File: src/rtl/e3lr_cfg.svh
// Offsets, field positions, reset values and counts for the E3 receiver block
`ifndef E3LR_CFG_SVH
`define E3LR_CFG_SVH

////////////////////////////////////////////////////////////////////////////////
// Register map, byte addresses of 32-bit words
`define E3LR_OFS_CTRL      4'h0
`define E3LR_OFS_STAT      4'h4
`define E3LR_OFS_IRQ       4'h8
`define E3LR_OFS_MASK      4'hc
`define E3LR_ADDR_HI_ZERO  28'h0000000

// Control register fields
`define E3LR_CTRL_W        4
`define E3LR_BIT_EQBYP     0
`define E3LR_BIT_THR_HI    2
`define E3LR_BIT_THR_LO    1
`define E3LR_BIT_FLOAT_N   3
`define E3LR_CTRL_RST      4'h8

// Status, event and mask fields
`define E3LR_EV_W          2
`define E3LR_BIT_LOS       0
`define E3LR_BIT_LOL       1
`define E3LR_EV_RST        2'h0

// AXI answers
`define E3LR_RESP_OKAY     2'h0
`define E3LR_RESP_DECERR   2'h3

////////////////////////////////////////////////////////////////////////////////
// Consecutive zero bits that declare signal loss, per threshold setting
`define E3LR_LOS_ZEROS_GND 8'h20
`define E3LR_LOS_ZEROS_MID 8'h40
`define E3LR_LOS_ZEROS_VDD 8'h80
`define E3LR_CNT_MAX       8'hff

// Lock check: line edges counted against this many reference edges
`define E3LR_LOL_WINDOW    8'h40
`define E3LR_LOL_TOL       8'h02

// Nominal reference rate and tolerance expected on the reference clock
`define E3LR_REF_FREQ_KHZ  34368
`define E3LR_REF_TOL_PPM   100
`endif

File: src/rtl/e3lr_pkg.sv
// Types shared by the E3 receiver block
package e3lr_pkg;
    // Signal-loss threshold select encodings
    typedef enum logic [1:0] {
        E3LR_THR_GND = 2'h0,
        E3LR_THR_MID = 2'h1,
        E3LR_THR_VDD = 2'h2
    } e3lr_thr_t;
endpackage : e3lr_pkg

File: src/rtl/e3lr_lane_if.sv
// Synchronised pin level with its edge pulses
`timescale 1ns/1ps
interface e3lr_lane_if;
    logic level;
    logic rise;
    logic fall;
    modport drv (output level, output rise, output fall);
    modport sink (input level, input rise, input fall);
endinterface : e3lr_lane_if

File: src/rtl/e3lr_sync.sv
// Three-stage pin synchroniser with agreement filter and edge pulses
`timescale 1ns/1ps
module e3lr_sync (
    // Clock and reset
    input  wire logic  i_clk,
    input  wire logic  i_rst,
    // Pin from outside the clock domain
    input  wire logic  i_pin,
    // Filtered level and edges
    e3lr_lane_if.drv   lane
);
    logic s1_r;
    logic s2_r;
    logic s3_r;
    logic level_r;
    logic rise_r;
    logic fall_r;

    // Shift chain; first stage feeds only the second
    always_ff @(posedge i_clk or posedge i_rst) begin
        if (i_rst) begin
            s1_r <= 1'b0;
            s2_r <= 1'b0;
            s3_r <= 1'b0;
        end else begin
            s1_r <= i_pin;
            s2_r <= s1_r;
            s3_r <= s2_r;
        end
    end

    // Accept a change once stages two and three agree
    always_ff @(posedge i_clk or posedge i_rst) begin
        if (i_rst) begin
            level_r <= 1'b0;
            rise_r  <= 1'b0;
            fall_r  <= 1'b0;
        end else begin
            rise_r <= 1'b0;
            fall_r <= 1'b0;
            if (s2_r == s3_r && s3_r != level_r) begin
                level_r <= s3_r;
                rise_r  <= s3_r;
                fall_r  <= ~s3_r;
            end
        end
    end

    assign lane.level = level_r;
    assign lane.rise  = rise_r;
    assign lane.fall  = fall_r;
endmodule : e3lr_sync

File: src/rtl/e3lr_top.sv
// E3 receiver output side: dual rails, recovered clock, alarms, AXI4-Lite registers
`timescale 1ns/1ps
`include "e3lr_cfg.svh"
module e3lr_top (
    // Clock and reset
    input  wire logic        I_CLK,
    input  wire logic        I_RST,
    // AXI4-Lite write channels
    input  wire logic [31:0] I_AWADDR,
    input  wire logic        I_AWVALID,
    output logic             O_AWREADY,
    input  wire logic [31:0] I_WDATA,
    input  wire logic [3:0]  I_WSTRB,
    input  wire logic        I_WVALID,
    output logic             O_WREADY,
    output logic [1:0]       O_BRESP,
    output logic             O_BVALID,
    input  wire logic        I_BREADY,
    // AXI4-Lite read channels
    input  wire logic [31:0] I_ARADDR,
    input  wire logic        I_ARVALID,
    output logic             O_ARREADY,
    output logic [31:0]      O_RDATA,
    output logic [1:0]       O_RRESP,
    output logic             O_RVALID,
    input  wire logic        I_RREADY,
    // Sliced line from the analog front end
    input  wire logic        I_LINE_CLK,
    input  wire logic        I_LINE_POS,
    input  wire logic        I_LINE_NEG,
    input  wire logic        I_REFERENCE_CLOCK_IN,
    // Terminal equipment side
    output logic             O_RCLK,
    output logic             O_RX_POSITIVE_RAIL,
    output logic             O_RX_NEGATIVE_RAIL,
    output logic             O_RX_SIGNAL_LOST_FLAG,
    output logic             O_PLL_LOCK_LOST_FLAG,
    output logic             O_OUT_OE,
    // Analog front-end controls
    output logic             O_EQUALIZER_BYPASS,
    output logic [1:0]       O_SIGNAL_LOSS_THRESHOLD_SEL,
    // Interrupt
    output logic             O_IRQ
);
    ////////////////////////////////////////////////////////////////////////////
    // Pin synchronisers
    e3lr_lane_if lclk ();
    e3lr_lane_if lpos ();
    e3lr_lane_if lneg ();
    e3lr_lane_if lref ();

    e3lr_sync u_sync_clk (.i_clk(I_CLK), .i_rst(I_RST), .i_pin(I_LINE_CLK), .lane(lclk));
    e3lr_sync u_sync_pos (.i_clk(I_CLK), .i_rst(I_RST), .i_pin(I_LINE_POS), .lane(lpos));
    e3lr_sync u_sync_neg (.i_clk(I_CLK), .i_rst(I_RST), .i_pin(I_LINE_NEG), .lane(lneg));
    e3lr_sync u_sync_ref (.i_clk(I_CLK), .i_rst(I_RST),
                          .i_pin(I_REFERENCE_CLOCK_IN), .lane(lref));

    ////////////////////////////////////////////////////////////////////////////
    // Register state
    logic [`E3LR_CTRL_W-1:0] ctrl_r;
    logic [`E3LR_EV_W-1:0]   irq_r;
    logic [`E3LR_EV_W-1:0]   irq_nxt;
    logic [`E3LR_EV_W-1:0]   mask_r;
    logic [`E3LR_EV_W-1:0]   ev;
    logic                    los_r;
    logic                    lol_r;
    logic                    los_d_r;
    logic                    lol_d_r;
    e3lr_pkg::e3lr_thr_t     thr_sel;
    logic [7:0]              thr;

    assign thr_sel = e3lr_pkg::e3lr_thr_t'(ctrl_r[`E3LR_BIT_THR_HI:`E3LR_BIT_THR_LO]);

    // Threshold count per select setting; the unused code acts as full supply
    always_comb begin
        case (thr_sel)
            e3lr_pkg::E3LR_THR_GND: thr = `E3LR_LOS_ZEROS_GND;
            e3lr_pkg::E3LR_THR_MID: thr = `E3LR_LOS_ZEROS_MID;
            default:                thr = `E3LR_LOS_ZEROS_VDD;
        endcase
    end

    ////////////////////////////////////////////////////////////////////////////
    // AXI4-Lite write path: address and data may arrive in either order
    logic        awready_r;
    logic        wready_r;
    logic        bvalid_r;
    logic [1:0]  bresp_r;
    logic        aw_got_r;
    logic        w_got_r;
    logic [31:0] aw_addr_r;
    logic [31:0] w_data_r;
    logic [3:0]  w_strb_r;
    logic        aw_fire;
    logic        w_fire;
    logic        do_wr;
    logic [31:0] wa;
    logic [31:0] wd;
    logic [3:0]  ws;
    logic        wmap;
    logic        aw_got_nxt;
    logic        w_got_nxt;
    logic        bvalid_nxt;

    assign aw_fire = I_AWVALID & awready_r;
    assign w_fire  = I_WVALID & wready_r;
    assign wa      = aw_got_r ? aw_addr_r : I_AWADDR;
    assign wd      = w_got_r ? w_data_r : I_WDATA;
    assign ws      = w_got_r ? w_strb_r : I_WSTRB;
    assign do_wr   = (aw_got_r | aw_fire) & (w_got_r | w_fire) & ~bvalid_r;
    assign wmap    = (wa[31:4] == `E3LR_ADDR_HI_ZERO);

    // Next state of the write handshake
    always_comb begin
        aw_got_nxt = (aw_got_r | aw_fire) & ~do_wr;
        w_got_nxt  = (w_got_r | w_fire) & ~do_wr;
        bvalid_nxt = do_wr | (bvalid_r & ~I_BREADY);
    end

    // Write handshake registers
    always_ff @(posedge I_CLK or posedge I_RST) begin
        if (I_RST) begin
            awready_r <= 1'b0;
            wready_r  <= 1'b0;
            bvalid_r  <= 1'b0;
            bresp_r   <= `E3LR_RESP_OKAY;
            aw_got_r  <= 1'b0;
            w_got_r   <= 1'b0;
            aw_addr_r <= 32'h00000000;
            w_data_r  <= 32'h00000000;
            w_strb_r  <= 4'h0;
        end else begin
            aw_got_r  <= aw_got_nxt;
            w_got_r   <= w_got_nxt;
            bvalid_r  <= bvalid_nxt;
            awready_r <= ~aw_got_nxt & ~bvalid_nxt;
            wready_r  <= ~w_got_nxt & ~bvalid_nxt;
            if (aw_fire) begin
                aw_addr_r <= I_AWADDR;
            end
            if (w_fire) begin
                w_data_r <= I_WDATA;
                w_strb_r <= I_WSTRB;
            end
            if (do_wr) begin
                bresp_r <= wmap ? `E3LR_RESP_OKAY : `E3LR_RESP_DECERR;
            end
        end
    end

    // Control register; float control resets high so outputs drive
    always_ff @(posedge I_CLK or posedge I_RST) begin
        if (I_RST) begin
            ctrl_r <= `E3LR_CTRL_RST;
        end else if (do_wr && wmap && ws[0] && wa[3:0] == `E3LR_OFS_CTRL) begin
            ctrl_r <= wd[`E3LR_CTRL_W-1:0];
        end
    end

    // Mask register
    always_ff @(posedge I_CLK or posedge I_RST) begin
        if (I_RST) begin
            mask_r <= `E3LR_EV_RST;
        end else if (do_wr && wmap && ws[0] && wa[3:0] == `E3LR_OFS_MASK) begin
            mask_r <= wd[`E3LR_EV_W-1:0];
        end
    end

    // Sticky events, write one to clear; a new event wins over the clear
    always_comb begin
        ev = `E3LR_EV_RST;
        ev[`E3LR_BIT_LOS] = los_r & ~los_d_r;
        ev[`E3LR_BIT_LOL] = lol_r & ~lol_d_r;
        irq_nxt = irq_r | ev;
        if (do_wr && wmap && ws[0] && wa[3:0] == `E3LR_OFS_IRQ) begin
            irq_nxt = (irq_r & ~wd[`E3LR_EV_W-1:0]) | ev;
        end
    end

    // Interrupt state and registered output
    logic irq_out_r;
    always_ff @(posedge I_CLK or posedge I_RST) begin
        if (I_RST) begin
            irq_r     <= `E3LR_EV_RST;
            los_d_r   <= 1'b0;
            lol_d_r   <= 1'b1; // Lock flag starts high; that is no event
            irq_out_r <= 1'b0;
        end else begin
            irq_r     <= irq_nxt;
            los_d_r   <= los_r;
            lol_d_r   <= lol_r;
            irq_out_r <= |(irq_r & mask_r);
        end
    end

    ////////////////////////////////////////////////////////////////////////////
    // AXI4-Lite read path, data one cycle after the address is taken
    logic        arready_r;
    logic        rvalid_r;
    logic [31:0] rdata_r;
    logic [1:0]  rresp_r;
    logic        ar_fire;
    logic        rvalid_nxt;
    logic [31:0] rd_word;
    logic        rmap;

    assign ar_fire    = I_ARVALID & arready_r;
    assign rvalid_nxt = ar_fire | (rvalid_r & ~I_RREADY);
    assign rmap       = (I_ARADDR[31:4] == `E3LR_ADDR_HI_ZERO);

    // Read multiplexer; unused bits read as zero
    always_comb begin
        rd_word = 32'h00000000;
        case (I_ARADDR[3:0])
            `E3LR_OFS_CTRL: rd_word[`E3LR_CTRL_W-1:0] = ctrl_r;
            `E3LR_OFS_STAT: begin
                rd_word[`E3LR_BIT_LOS] = los_r;
                rd_word[`E3LR_BIT_LOL] = lol_r;
            end
            `E3LR_OFS_IRQ:  rd_word[`E3LR_EV_W-1:0] = irq_r;
            `E3LR_OFS_MASK: rd_word[`E3LR_EV_W-1:0] = mask_r;
            default:        rd_word = 32'h00000000;
        endcase
    end

    // Read handshake registers
    always_ff @(posedge I_CLK or posedge I_RST) begin
        if (I_RST) begin
            arready_r <= 1'b0;
            rvalid_r  <= 1'b0;
            rdata_r   <= 32'h00000000;
            rresp_r   <= `E3LR_RESP_OKAY;
        end else begin
            rvalid_r  <= rvalid_nxt;
            arready_r <= ~rvalid_nxt;
            if (ar_fire) begin
                rdata_r <= rmap ? rd_word : 32'h00000000;
                rresp_r <= rmap ? `E3LR_RESP_OKAY : `E3LR_RESP_DECERR;
            end
        end
    end

    ////////////////////////////////////////////////////////////////////////////
    // Line data: marks caught at recovered rise, rails driven at its fall
    logic cap_pos_r;
    logic cap_neg_r;
    logic rail_pos_r;
    logic rail_neg_r;
    logic rclk_r;
    logic mark;

    assign mark = lpos.level | lneg.level;

    always_ff @(posedge I_CLK or posedge I_RST) begin
        if (I_RST) begin
            cap_pos_r  <= 1'b0;
            cap_neg_r  <= 1'b0;
            rail_pos_r <= 1'b0;
            rail_neg_r <= 1'b0;
            rclk_r     <= 1'b0;
        end else begin
            rclk_r <= lclk.level;
            if (lclk.rise) begin
                cap_pos_r <= lpos.level;
                cap_neg_r <= lneg.level;
            end
            if (lclk.fall) begin
                rail_pos_r <= cap_pos_r;
                rail_neg_r <= cap_neg_r;
            end
        end
    end

    ////////////////////////////////////////////////////////////////////////////
    // Signal loss: a run of zero bits at the chosen threshold
    logic [7:0] zcnt_r;
    always_ff @(posedge I_CLK or posedge I_RST) begin
        if (I_RST) begin
            zcnt_r <= 8'h00;
            los_r  <= 1'b0;
        end else if (lclk.rise) begin
            if (mark) begin
                zcnt_r <= 8'h00;
                los_r  <= 1'b0;
            end else begin
                if (zcnt_r != `E3LR_CNT_MAX) begin
                    zcnt_r <= zcnt_r + 8'h01;
                end
                if (zcnt_r + 8'h01 >= thr) begin
                    los_r <= 1'b1;
                end
            end
        end
    end

    ////////////////////////////////////////////////////////////////////////////
    // Lock check: line edges per window of reference edges
    logic [7:0] wcnt_r;
    logic [7:0] lcnt_r;
    logic [7:0] lcnt_eff;
    logic       win_end;

    assign lcnt_eff = (lclk.rise && lcnt_r != `E3LR_CNT_MAX) ? lcnt_r + 8'h01 : lcnt_r;
    assign win_end  = lref.rise && (wcnt_r == `E3LR_LOL_WINDOW - 8'h01);

    always_ff @(posedge I_CLK or posedge I_RST) begin
        if (I_RST) begin
            wcnt_r <= 8'h00;
            lcnt_r <= 8'h00;
            lol_r  <= 1'b1;
        end else if (win_end) begin
            wcnt_r <= 8'h00;
            lcnt_r <= 8'h00;
            lol_r  <= (lcnt_eff > `E3LR_LOL_WINDOW + `E3LR_LOL_TOL) ||
                      (lcnt_eff < `E3LR_LOL_WINDOW - `E3LR_LOL_TOL);
        end else begin
            lcnt_r <= lcnt_eff;
            if (lref.rise) begin
                wcnt_r <= wcnt_r + 8'h01;
            end
        end
    end

    ////////////////////////////////////////////////////////////////////////////
    // Output enable and front-end controls, all registered
    logic oe_r;
    logic eqbyp_r;
    logic [1:0] thr_out_r;
    always_ff @(posedge I_CLK or posedge I_RST) begin
        if (I_RST) begin
            oe_r      <= 1'b0;
            eqbyp_r   <= 1'b0;
            thr_out_r <= 2'h0;
        end else begin
            oe_r      <= ctrl_r[`E3LR_BIT_FLOAT_N];
            eqbyp_r   <= ctrl_r[`E3LR_BIT_EQBYP];
            thr_out_r <= thr_sel;
        end
    end

    // Port drive
    assign O_AWREADY = awready_r;
    assign O_WREADY  = wready_r;
    assign O_BVALID  = bvalid_r;
    assign O_BRESP   = bresp_r;
    assign O_ARREADY = arready_r;
    assign O_RVALID  = rvalid_r;
    assign O_RDATA   = rdata_r;
    assign O_RRESP   = rresp_r;
    assign O_RCLK                = rclk_r;
    assign O_RX_POSITIVE_RAIL    = rail_pos_r;
    assign O_RX_NEGATIVE_RAIL    = rail_neg_r;
    assign O_RX_SIGNAL_LOST_FLAG = los_r;
    assign O_PLL_LOCK_LOST_FLAG  = lol_r;
    assign O_OUT_OE              = oe_r;
    assign O_EQUALIZER_BYPASS          = eqbyp_r;
    assign O_SIGNAL_LOSS_THRESHOLD_SEL = thr_out_r;
    assign O_IRQ                       = irq_out_r;
endmodule : e3lr_top

File: config.mk
export PLATFORM = sky130hd
export DESIGN_NAME = e3lr_top
export DESIGN_NICKNAME = d
export VERILOG_FILES = /design/src/rtl/e3lr_pkg.sv /design/src/rtl/e3lr_lane_if.sv /design/src/rtl/e3lr_sync.sv /design/src/rtl/e3lr_top.sv
export VERILOG_INCLUDE_DIRS = /design/src /design/src/rtl
export SDC_FILE = /design/constraint.sdc
export NUM_CORES = 1
export LEC_CHECK = 0
export BUFFER_PORTS_ARGS = -buffer_cell sky130_fd_sc_hd__buf_2
export CAP_MARGIN = 40
export CORE_ASPECT_RATIO = 0.8
export CORE_UTILIZATION = 46
export DETAILED_ROUTE_END_ITERATION = 10
export PLACE_DENSITY = 0.83
export RECOVER_POWER = 100
export SETUP_SLACK_MARGIN = 0.2
export SYNTH_ARGS = -nofsm -noshare
export SYNTH_HDL_FRONTEND = slang
export SYNTH_SLANG_ARGS = --single-unit
export TNS_END_PERCENT = 1
File: constraint.sdc
create_clock -name I_CLK -period 3.3 [get_ports I_CLK]
set_input_delay 0.495 -clock I_CLK [delete_from_list [all_inputs] [get_ports I_CLK]]
set_output_delay 0.495 -clock I_CLK [all_outputs]
set_load 0.03 [all_outputs]
* Word level (Yosys, flattened, before mapping)
Cells that the tools add are included.
** Storage, ports and cells
- ROM bits :: 0
- Word-level logic and storage cells :: 152
- RAM bits :: 0
- Latch bits :: 0
- Output and inout bits :: 51
- Flip-flop bits (word level) :: 145
- Input bits :: 111
- Memories kept :: 0
** Cells by class
- Multipliers :: 0
- Order comparisons :: 3
- Reductions and logical operators :: 23
- Multiplexer cells :: 21
- Eq/ne operators :: 17
- Shifts and indexed selects :: 0
- Bitwise gates (word level) :: 34
- $add $sub $neg :: 3
- Divide/modulo/power cells :: 0
** Operator list (count)
- 28-bit logical NOT :: 2
- 8-bit two-way mux :: 6
- 32-bit two-way mux :: 1
- 8-bit by 1-bit adder with 8-bit output (second input constant) :: 3
- 4-bit equality test (second input constant) :: 4
- 8-bit inequality test (second input constant) :: 2
- 8-bit case mux with 2 select lines :: 1
- 1-bit AND :: 13
- 1-bit logical AND :: 11
- 1-bit inverter :: 11
- 8-bit by 6-bit equality test with 1-bit output (second input constant) :: 1
- 8-bit >= comparator :: 1
- 8-bit by 7-bit > comparator with 1-bit output (second input constant) :: 1
- 4-bit logical NOT :: 2
- 8-bit by 6-bit less-than comparator with 1-bit output (second input constant) :: 1
- 2-bit two-way mux :: 4
- 4-bit two-way mux :: 2
- 2-bit case mux with 4 select lines :: 1
- 1-bit two-way mux :: 6
- 2-bit nonzero test :: 3
- 1-bit bitwise OR :: 5
- 2-bit AND :: 2
- 1-bit equality test :: 4
- 4-bit by 3-bit equality test with 1-bit output (second input constant) :: 1
- 8 further kinds :: 13

* Longest topological paths before layout
- Depth in word-level cells :: 8
- Mapped depth :: 8
- Depth with buffers taken out :: 8

* Modules after synthesis
Synthesis repeated with hierarchy kept, for this count alone.
** Second synthesis, totals
- Cell total of the unflattened synthesis :: 444
- Area total of the unflattened synthesis :: 5377.7 um^2
** By module, submodules not included
- e3lr_top :: sequential area each 2406.1 um^2, instances 1, cells an instance 404, area each 4647.0 um^2
- e3lr_sync :: sequential area each 150.1 um^2, instances 4, cells an instance 10, area each 182.7 um^2

* Least setup slack after synthesis
No wires, ideal clock.
- Path kind :: input -> register
- Start point :: input I_AWADDR[4]
- End point :: register ctrl_r[0]
- Library setup time :: 0.128 ns
- Cell stages on the path :: 5
- Slack :: 1.335 ns
- Required time :: 3.172 ns
- Arrival time :: 1.838 ns
- Buffers on the path :: 0
- Cell sequence :: nor4_1 > nand4_1 > a2111oi_4 > o21ai_2 > mux2_1
** On the way
- Cells in the longest elaborated chain, start to end :: 5
** Ends and longest elaborated chain
- from (decl) :: RTL line e3lr_top.sv:9 : input wire logic [31:0] I_AWADDR,
- 32-bit two-way mux :: RTL line e3lr_top.sv:107 : assign wa = aw_got_r ? aw_addr_r : I_AWADDR;
- 28-bit logical NOT (no line)
- 1-bit logical AND (2 in series) :: RTL line e3lr_top.sv:155 : end else if (do_wr && wmap && ws[0] && wa[3:0] == `E3LR_OFS_CTRL) begin
- 1-bit logical AND (no line)
- to (signal assigned) :: RTL line e3lr_top.sv:154 : ctrl_r <= `E3LR_CTRL_RST;
- to (signal assigned) :: RTL line e3lr_top.sv:156 : ctrl_r <= wd[`E3LR_CTRL_W-1:0];
- to (decl) :: RTL line e3lr_top.sv:60 : logic [`E3LR_CTRL_W-1:0] ctrl_r;
No other way between the ends.
A chain may end at the register's enable or synchronous reset.

* Worst setup path in the final report
- Start point :: register aw_addr_r[16]
- End point :: register ctrl_r[0]
** On the way
- Cells in the longest elaborated chain, start to end :: 5
** Ends and longest elaborated chain
- from (decl) :: RTL line e3lr_top.sv:91 : logic [31:0] aw_addr_r;
- from (signal assigned) :: RTL line e3lr_top.sv:129 : aw_addr_r <= 32'h00000000;
- from (signal assigned) :: RTL line e3lr_top.sv:139 : aw_addr_r <= I_AWADDR;
- 32-bit two-way mux :: RTL line e3lr_top.sv:107
- 28-bit logical NOT (no line)
- 1-bit logical AND (2 in series) :: RTL line e3lr_top.sv:155
- 1-bit logical AND (no line)
No other way between the ends.

==> impl_results.html <==
<table>
<tr><th>Metric</th><th>Value</th></tr>
<tr><th colspan="2">Yosys</th></tr>
<tr><td>Xor and xnor fraction of the mapped netlist area</td><td>around 1.5%</td></tr>
<tr><td>Area fraction in compound gates after synthesis</td><td>9.16%</td></tr>
<tr><td>Number of flops mapped to enable cells by yosys</td><td>0</td></tr>
<tr><td>Synthesized area per cell</td><td>11.7 sq um</td></tr>
<tr><td>Post-synth ARST share</td><td>100%</td></tr>
<tr><td>Most used flip-flop cell after synthesis</td><td>dfrtp_1</td></tr>
<tr><td>Adder and majority gate portion of the synthesized area</td><td>roughly 2%</td></tr>
<tr><td>Number of distinct library cells after synthesis</td><td>60</td></tr>
<tr><td>Yosys reg bits</td><td>approximately 120</td></tr>
<tr><td>Cell count after synthesis</td><td>448</td></tr>
<tr><td>Share of synthesized cell area in and, or, nand and nor gates</td><td>a little over an eighth</td></tr>
<tr><td>Post-Syn Area</td><td>approximately 0.0052 sq mm</td></tr>
<tr><td>Multiplexer share of the synthesized area</td><td>12.4%</td></tr>
<tr><td>Largest family of logic cells by synthesized area</td><td>simple AND/OR/NAND/NOR gates</td></tr>
<tr><td>Number of warnings issued by yosys</td><td>0</td></tr>
<tr><td>Proportion of synthesized chip area in sequential cells</td><td>~55%</td></tr>
<tr><th colspan="2">Placement</th></tr>
<tr><td>Port bufs</td><td>102</td></tr>
<tr><td>Pre-CTS setup slack</td><td>1.01 ns</td></tr>
<tr><td>Routability congestion estimate</td><td>0.850</td></tr>
<tr><td>Detailed placement HPWL</td><td>7480 um</td></tr>
<tr><th colspan="2">Layout</th></tr>
<tr><td>Commonest cells after routing, fill and taps aside</td><td>112 x dfrtp_1, 79 x buf_2, 45 x mux2_2</td></tr>
<tr><td>Relative area change from synthesis to final layout</td><td>20.7%</td></tr>
<tr><td>Final antenna diode count</td><td>0</td></tr>
<tr><td>Leading cell type in the layout, fill and taps excluded</td><td>dfrtp_1</td></tr>
<tr><td>Total Nets Final</td><td>676</td></tr>
<tr><td>Flip-flop and latch area</td><td>~0.0029 sq mm</td></tr>
<tr><td>Total area of multi-input combinational cells</td><td>0.00211 sq mm</td></tr>
<tr><td>Layout cell share with drive strength beyond 1</td><td>28.8%</td></tr>
<tr><td>Number of filler cells placed in the layout</td><td>roughly 930</td></tr>
<tr><th colspan="2">Die</th></tr>
<tr><td>Die Width</td><td>121 um</td></tr>
<tr><td>Placeable core area</td><td>0.0110 sq mm</td></tr>
<tr><td>Vertical extent of the die</td><td>97.5 um</td></tr>
<tr><td>Top-Level Pins</td><td>162</td></tr>
<tr><td>Die Area</td><td>0.0118 sq mm</td></tr>
<tr><td>Std-Cell Rows</td><td>34</td></tr>
<tr><td>Effective utilization at floorplan</td><td>47.8%</td></tr>
<tr><th colspan="2">Critical path</th></tr>
<tr><td>Series of cell instances along the critical path</td><td>nor4_1, a41oi_1, a2111oi_4, o21ai_0, mux2_1</td></tr>
<tr><td>Start-to-end type of the worst setup path</td><td>flip-flop to flip-flop</td></tr>
<tr><td>Signal arrival time at the worst endpoint</td><td>about 2.7 ns</td></tr>
<tr><td>WP data required</td><td>3.59 ns</td></tr>
<tr><td>Register-to-register path setup slack</td><td>0.93 ns</td></tr>
<tr><td>Largest stage delay on the critical path</td><td>0.44 ns</td></tr>
<tr><td>CP delay by family, top</td><td>compound AO/OA/AOI/OAI gates</td></tr>
<tr><td>Critical path launch point type</td><td>flip-flop</td></tr>
<tr><td>Slowest stage cell, crit path</td><td>nor4_1</td></tr>
<tr><td>Capturing element type of the critical path</td><td>flip-flop</td></tr>
<tr><td>Critical Path Fanout Max</td><td>4</td></tr>
<tr><td>Worst path bufs/invs</td><td>0</td></tr>
<tr><th colspan="2">GRT</th></tr>
<tr><td>Number of global-route vias before repair</td><td>3921</td></tr>
<tr><td>Antenna violations before repair</td><td>0</td></tr>
<tr><td>Global-route wire length before repair</td><td>17900 um</td></tr>
<tr><td>Maximum number of pins on one net before global-route repair</td><td>54</td></tr>
<tr><td>Global route overflow</td><td>0</td></tr>
<tr><td>Total routing resource utilization after global routing</td><td>19.5%</td></tr>
<tr><th colspan="2">Timing</th></tr>
<tr><td>Worst-Margin Slew</td><td>1.49 ns</td></tr>
<tr><td>Timing-limited maximum frequency</td><td>421 MHz</td></tr>
<tr><td>Slew margin rel.</td><td>0.836%</td></tr>
<tr><td>Portion of the clock cycle consumed by the worst path in the final layout</td><td>71.9%</td></tr>
<tr><td>Final number of hold-violating endpoints</td><td>0</td></tr>
<tr><td>Slack of the critical path</td><td>0.927 ns</td></tr>
<tr><td>Setup TNS</td><td>0 ns</td></tr>
<tr><td>Worst Clk Skew</td><td>0.00620 ns</td></tr>
<tr><td>Final Critical Period</td><td>2.37 ns</td></tr>
<tr><td>Setup repair after global routing missed its margin</td><td>false</td></tr>
<tr><td>Setup Viol. Count Final</td><td>0</td></tr>
<tr><td>Slew Limit Fails</td><td>0</td></tr>
<tr><th colspan="2">Power</th></tr>
<tr><td>Worst supply voltage drop on vdd</td><td>0.000424 V</td></tr>
<tr><td>Leakage power summed over all cells</td><td>2.86 nW</td></tr>
<tr><td>Power per unit of standard cell area</td><td>around 740 mW/mm^2</td></tr>
<tr><th colspan="2">Routing</th></tr>
<tr><td>Overall via count from detail_route</td><td>3837</td></tr>
<tr><td>Post-route antenna net violation count</td><td>0</td></tr>
<tr><td>Final Routed Wirelength</td><td>~11000 um</td></tr>
<tr><td>Post-route DRC</td><td>0</td></tr>
<tr><td>Number of DRC markers after the initial detailed-route iteration</td><td>184</td></tr>
<tr><td>First-pass DRT Iterations</td><td>4</td></tr>
<tr><td>Final routed wire length divided by cell count</td><td>14.8 um</td></tr>
<tr><td>Routed vias/inst</td><td>5.36</td></tr>
<tr><th colspan="2">Clock tree</th></tr>
<tr><td>Post CTS Setup Buffer Count</td><td>0</td></tr>
<tr><td>Clock latency on the worst-skew pair</td><td>0.41 ns</td></tr>
<tr><td>TritonCTS Buffers</td><td>17</td></tr>
<tr><td>TritonCTS clock tree</td><td>done</td></tr>
<tr><td>Post-CTS Resized</td><td>0</td></tr>
<tr><td>Clock transition at the registers of the reported paths</td><td>0.05 ns</td></tr>
<tr><td>CTS Hold Buffers Added</td><td>1</td></tr>
<tr><td>H-tree lvl count</td><td>4</td></tr>
<tr><td>Buffer levels on the longest clock path</td><td>2</td></tr>
<tr><td>Cell at the root of the clock tree</td><td>clkbuf_16</td></tr>
<tr><td>Clock Sink Count</td><td>115</td></tr>
<tr><th colspan="2">Status</th></tr>
<tr><td>Outcome</td><td>finished, final reports clean</td></tr>
<tr><th colspan="2">Flow run</th></tr>
<tr><td>Max-Cap Viols</td><td>0</td></tr>
<tr><th colspan="2">Worst hold path</th></tr>
<tr><td>Path category of the worst min-delay check</td><td>primary input to flip-flop</td></tr>
</table>
flip-flops by register name (all words and copies together), names as in the netlist, 2 cells and up:
name                         count
aw_addr_r                       32
lcnt_r                           8
wcnt_r                           8
zcnt_r                           8
O_RDATA                          4
ctrl_r                           4
w_data_r                         4
O_SIGNAL_LOSS_THRESHOLD_SEL      2
irq_r                            2
mask_r                           2
stage by stage:
stage | std cells | utilization (%) | instance area [sq um] | total power [W] | hold slack [ns]
finish | 716 | 57.6 | 6330 | 0.00471 | 0.194
global route | 716 | 57.6 | 6330 | 0.00497 | 0.176
CTS | 716 | 58.3 | 6400 | 0.00477 | 0.183
detailed placement | 683 | 53.0 | 5820 | 0.00301 | 0.337
global placement | 682 | 52.8 | 5800 | 0.00293 | 0.336
floorplan | 475 | - | 5350 | 0.00276 | 0.331
layer usage:
layer	track usage [%]	up-vias	routed length (um)
met3	5.46	21	635
met1	23.2	1876	4570
li1	-	1801	-
met4	9.21	0	197
met2	32.4	139	5210
met5	0	-	0
cell type report:
cell class	count	area share, %
Sequential cell	115	45.5
Multi-Input combinational cell	303	33.4
Timing Repair Buffer	108	8.34
Clock buffer	25	7.83
Tap cell	144	2.85
Clock inverter	7	1.17
Inverter	14	0.850
Yosys cell counts, types with 2 or more instances:
master / n / area share (%)
a211oi_1: 2 / 0.29
a21bo_2: 2 / 0.38
a21oi_1: 9 / 0.86
a22o_1: 6 / 1.0
a31oi_1: 5 / 0.60
a32o_1: 2 / 0.38
a41oi_1: 2 / 0.33
and3_1: 6 / 0.72
buf_1: 3 / 0.21
buf_4: 32 / 4.6
clkbuf_1: 8 / 0.57
dfrtp_1: 112 / 53
dfstp_2: 3 / 1.5
ha_1: 6 / 1.4
inv_1: 14 / 1.0
maj3_1: 3 / 0.57
mux2_1: 6 / 1.3
mux2_2: 45 / 9.7
mux2i_1: 3 / 0.57
mux4_2: 2 / 0.86
nand2_1: 25 / 1.8
nand2b_1: 3 / 0.36
nand3_1: 14 / 1.3
nand3b_1: 3 / 0.43
nand4_1: 8 / 0.95
nor2_1: 29 / 2.1
nor3_1: 11 / 1.0
nor3b_1: 3 / 0.43
nor4_1: 20 / 2.4
o2111ai_1: 3 / 0.50
o21ai_0: 14 / 1.3
o21ai_1: 4 / 0.38
o31ai_1: 3 / 0.43
or2_1: 3 / 0.36
or2_2: 2 / 0.24
xnor2_1: 6 / 1.0
xor2_1: 3 / 0.50
final timing paths:
check / end / from / cells past startpoint
max: ctrl_r[0] / aw_addr_r[16] / 5
min: u_sync_clk.s1_r / I_LINE_CLK / 1
max reg2reg: ctrl_r[0] / aw_addr_r[16] / 5
min reg2reg: u_sync_ref.s2_r / u_sync_ref.s1_r / 0
max in group asynchronous: O_AWREADY / I_RST / 5
min in group asynchronous: u_sync_ref.s2_r / I_RST / 3
kinds of logic after synthesis:
| logic type | count (synthesis) |
|---|---|
| multiplexers | 56 |
| flip-flops | 115 |
| XOR/XNOR | 9 |
| adder cells (fa/ha/maj) | 9 |
| AND/OR/NAND/NOR | 135 |
| buffers and inverters | 57 |
| other | 1 |
| AO/OA/AOI/OAI | 66 |
power by group:
| group | total [W] | leakage (nW) | internal (W) | switching (W) |
|---|---|---|---|---|
| combinational | 0.000942 | 1.16 | 0.000461 | 0.000481 |
| clock | 0.00173 | 0.277 | 0.00111 | 0.000612 |
| sequential | 0.00204 | 1.42 | 0.00176 | 0.000279 |
| total | 0.00471 | 2.86 | 0.00334 | 0.00137 |
Power figures use the tool's default switching activity.
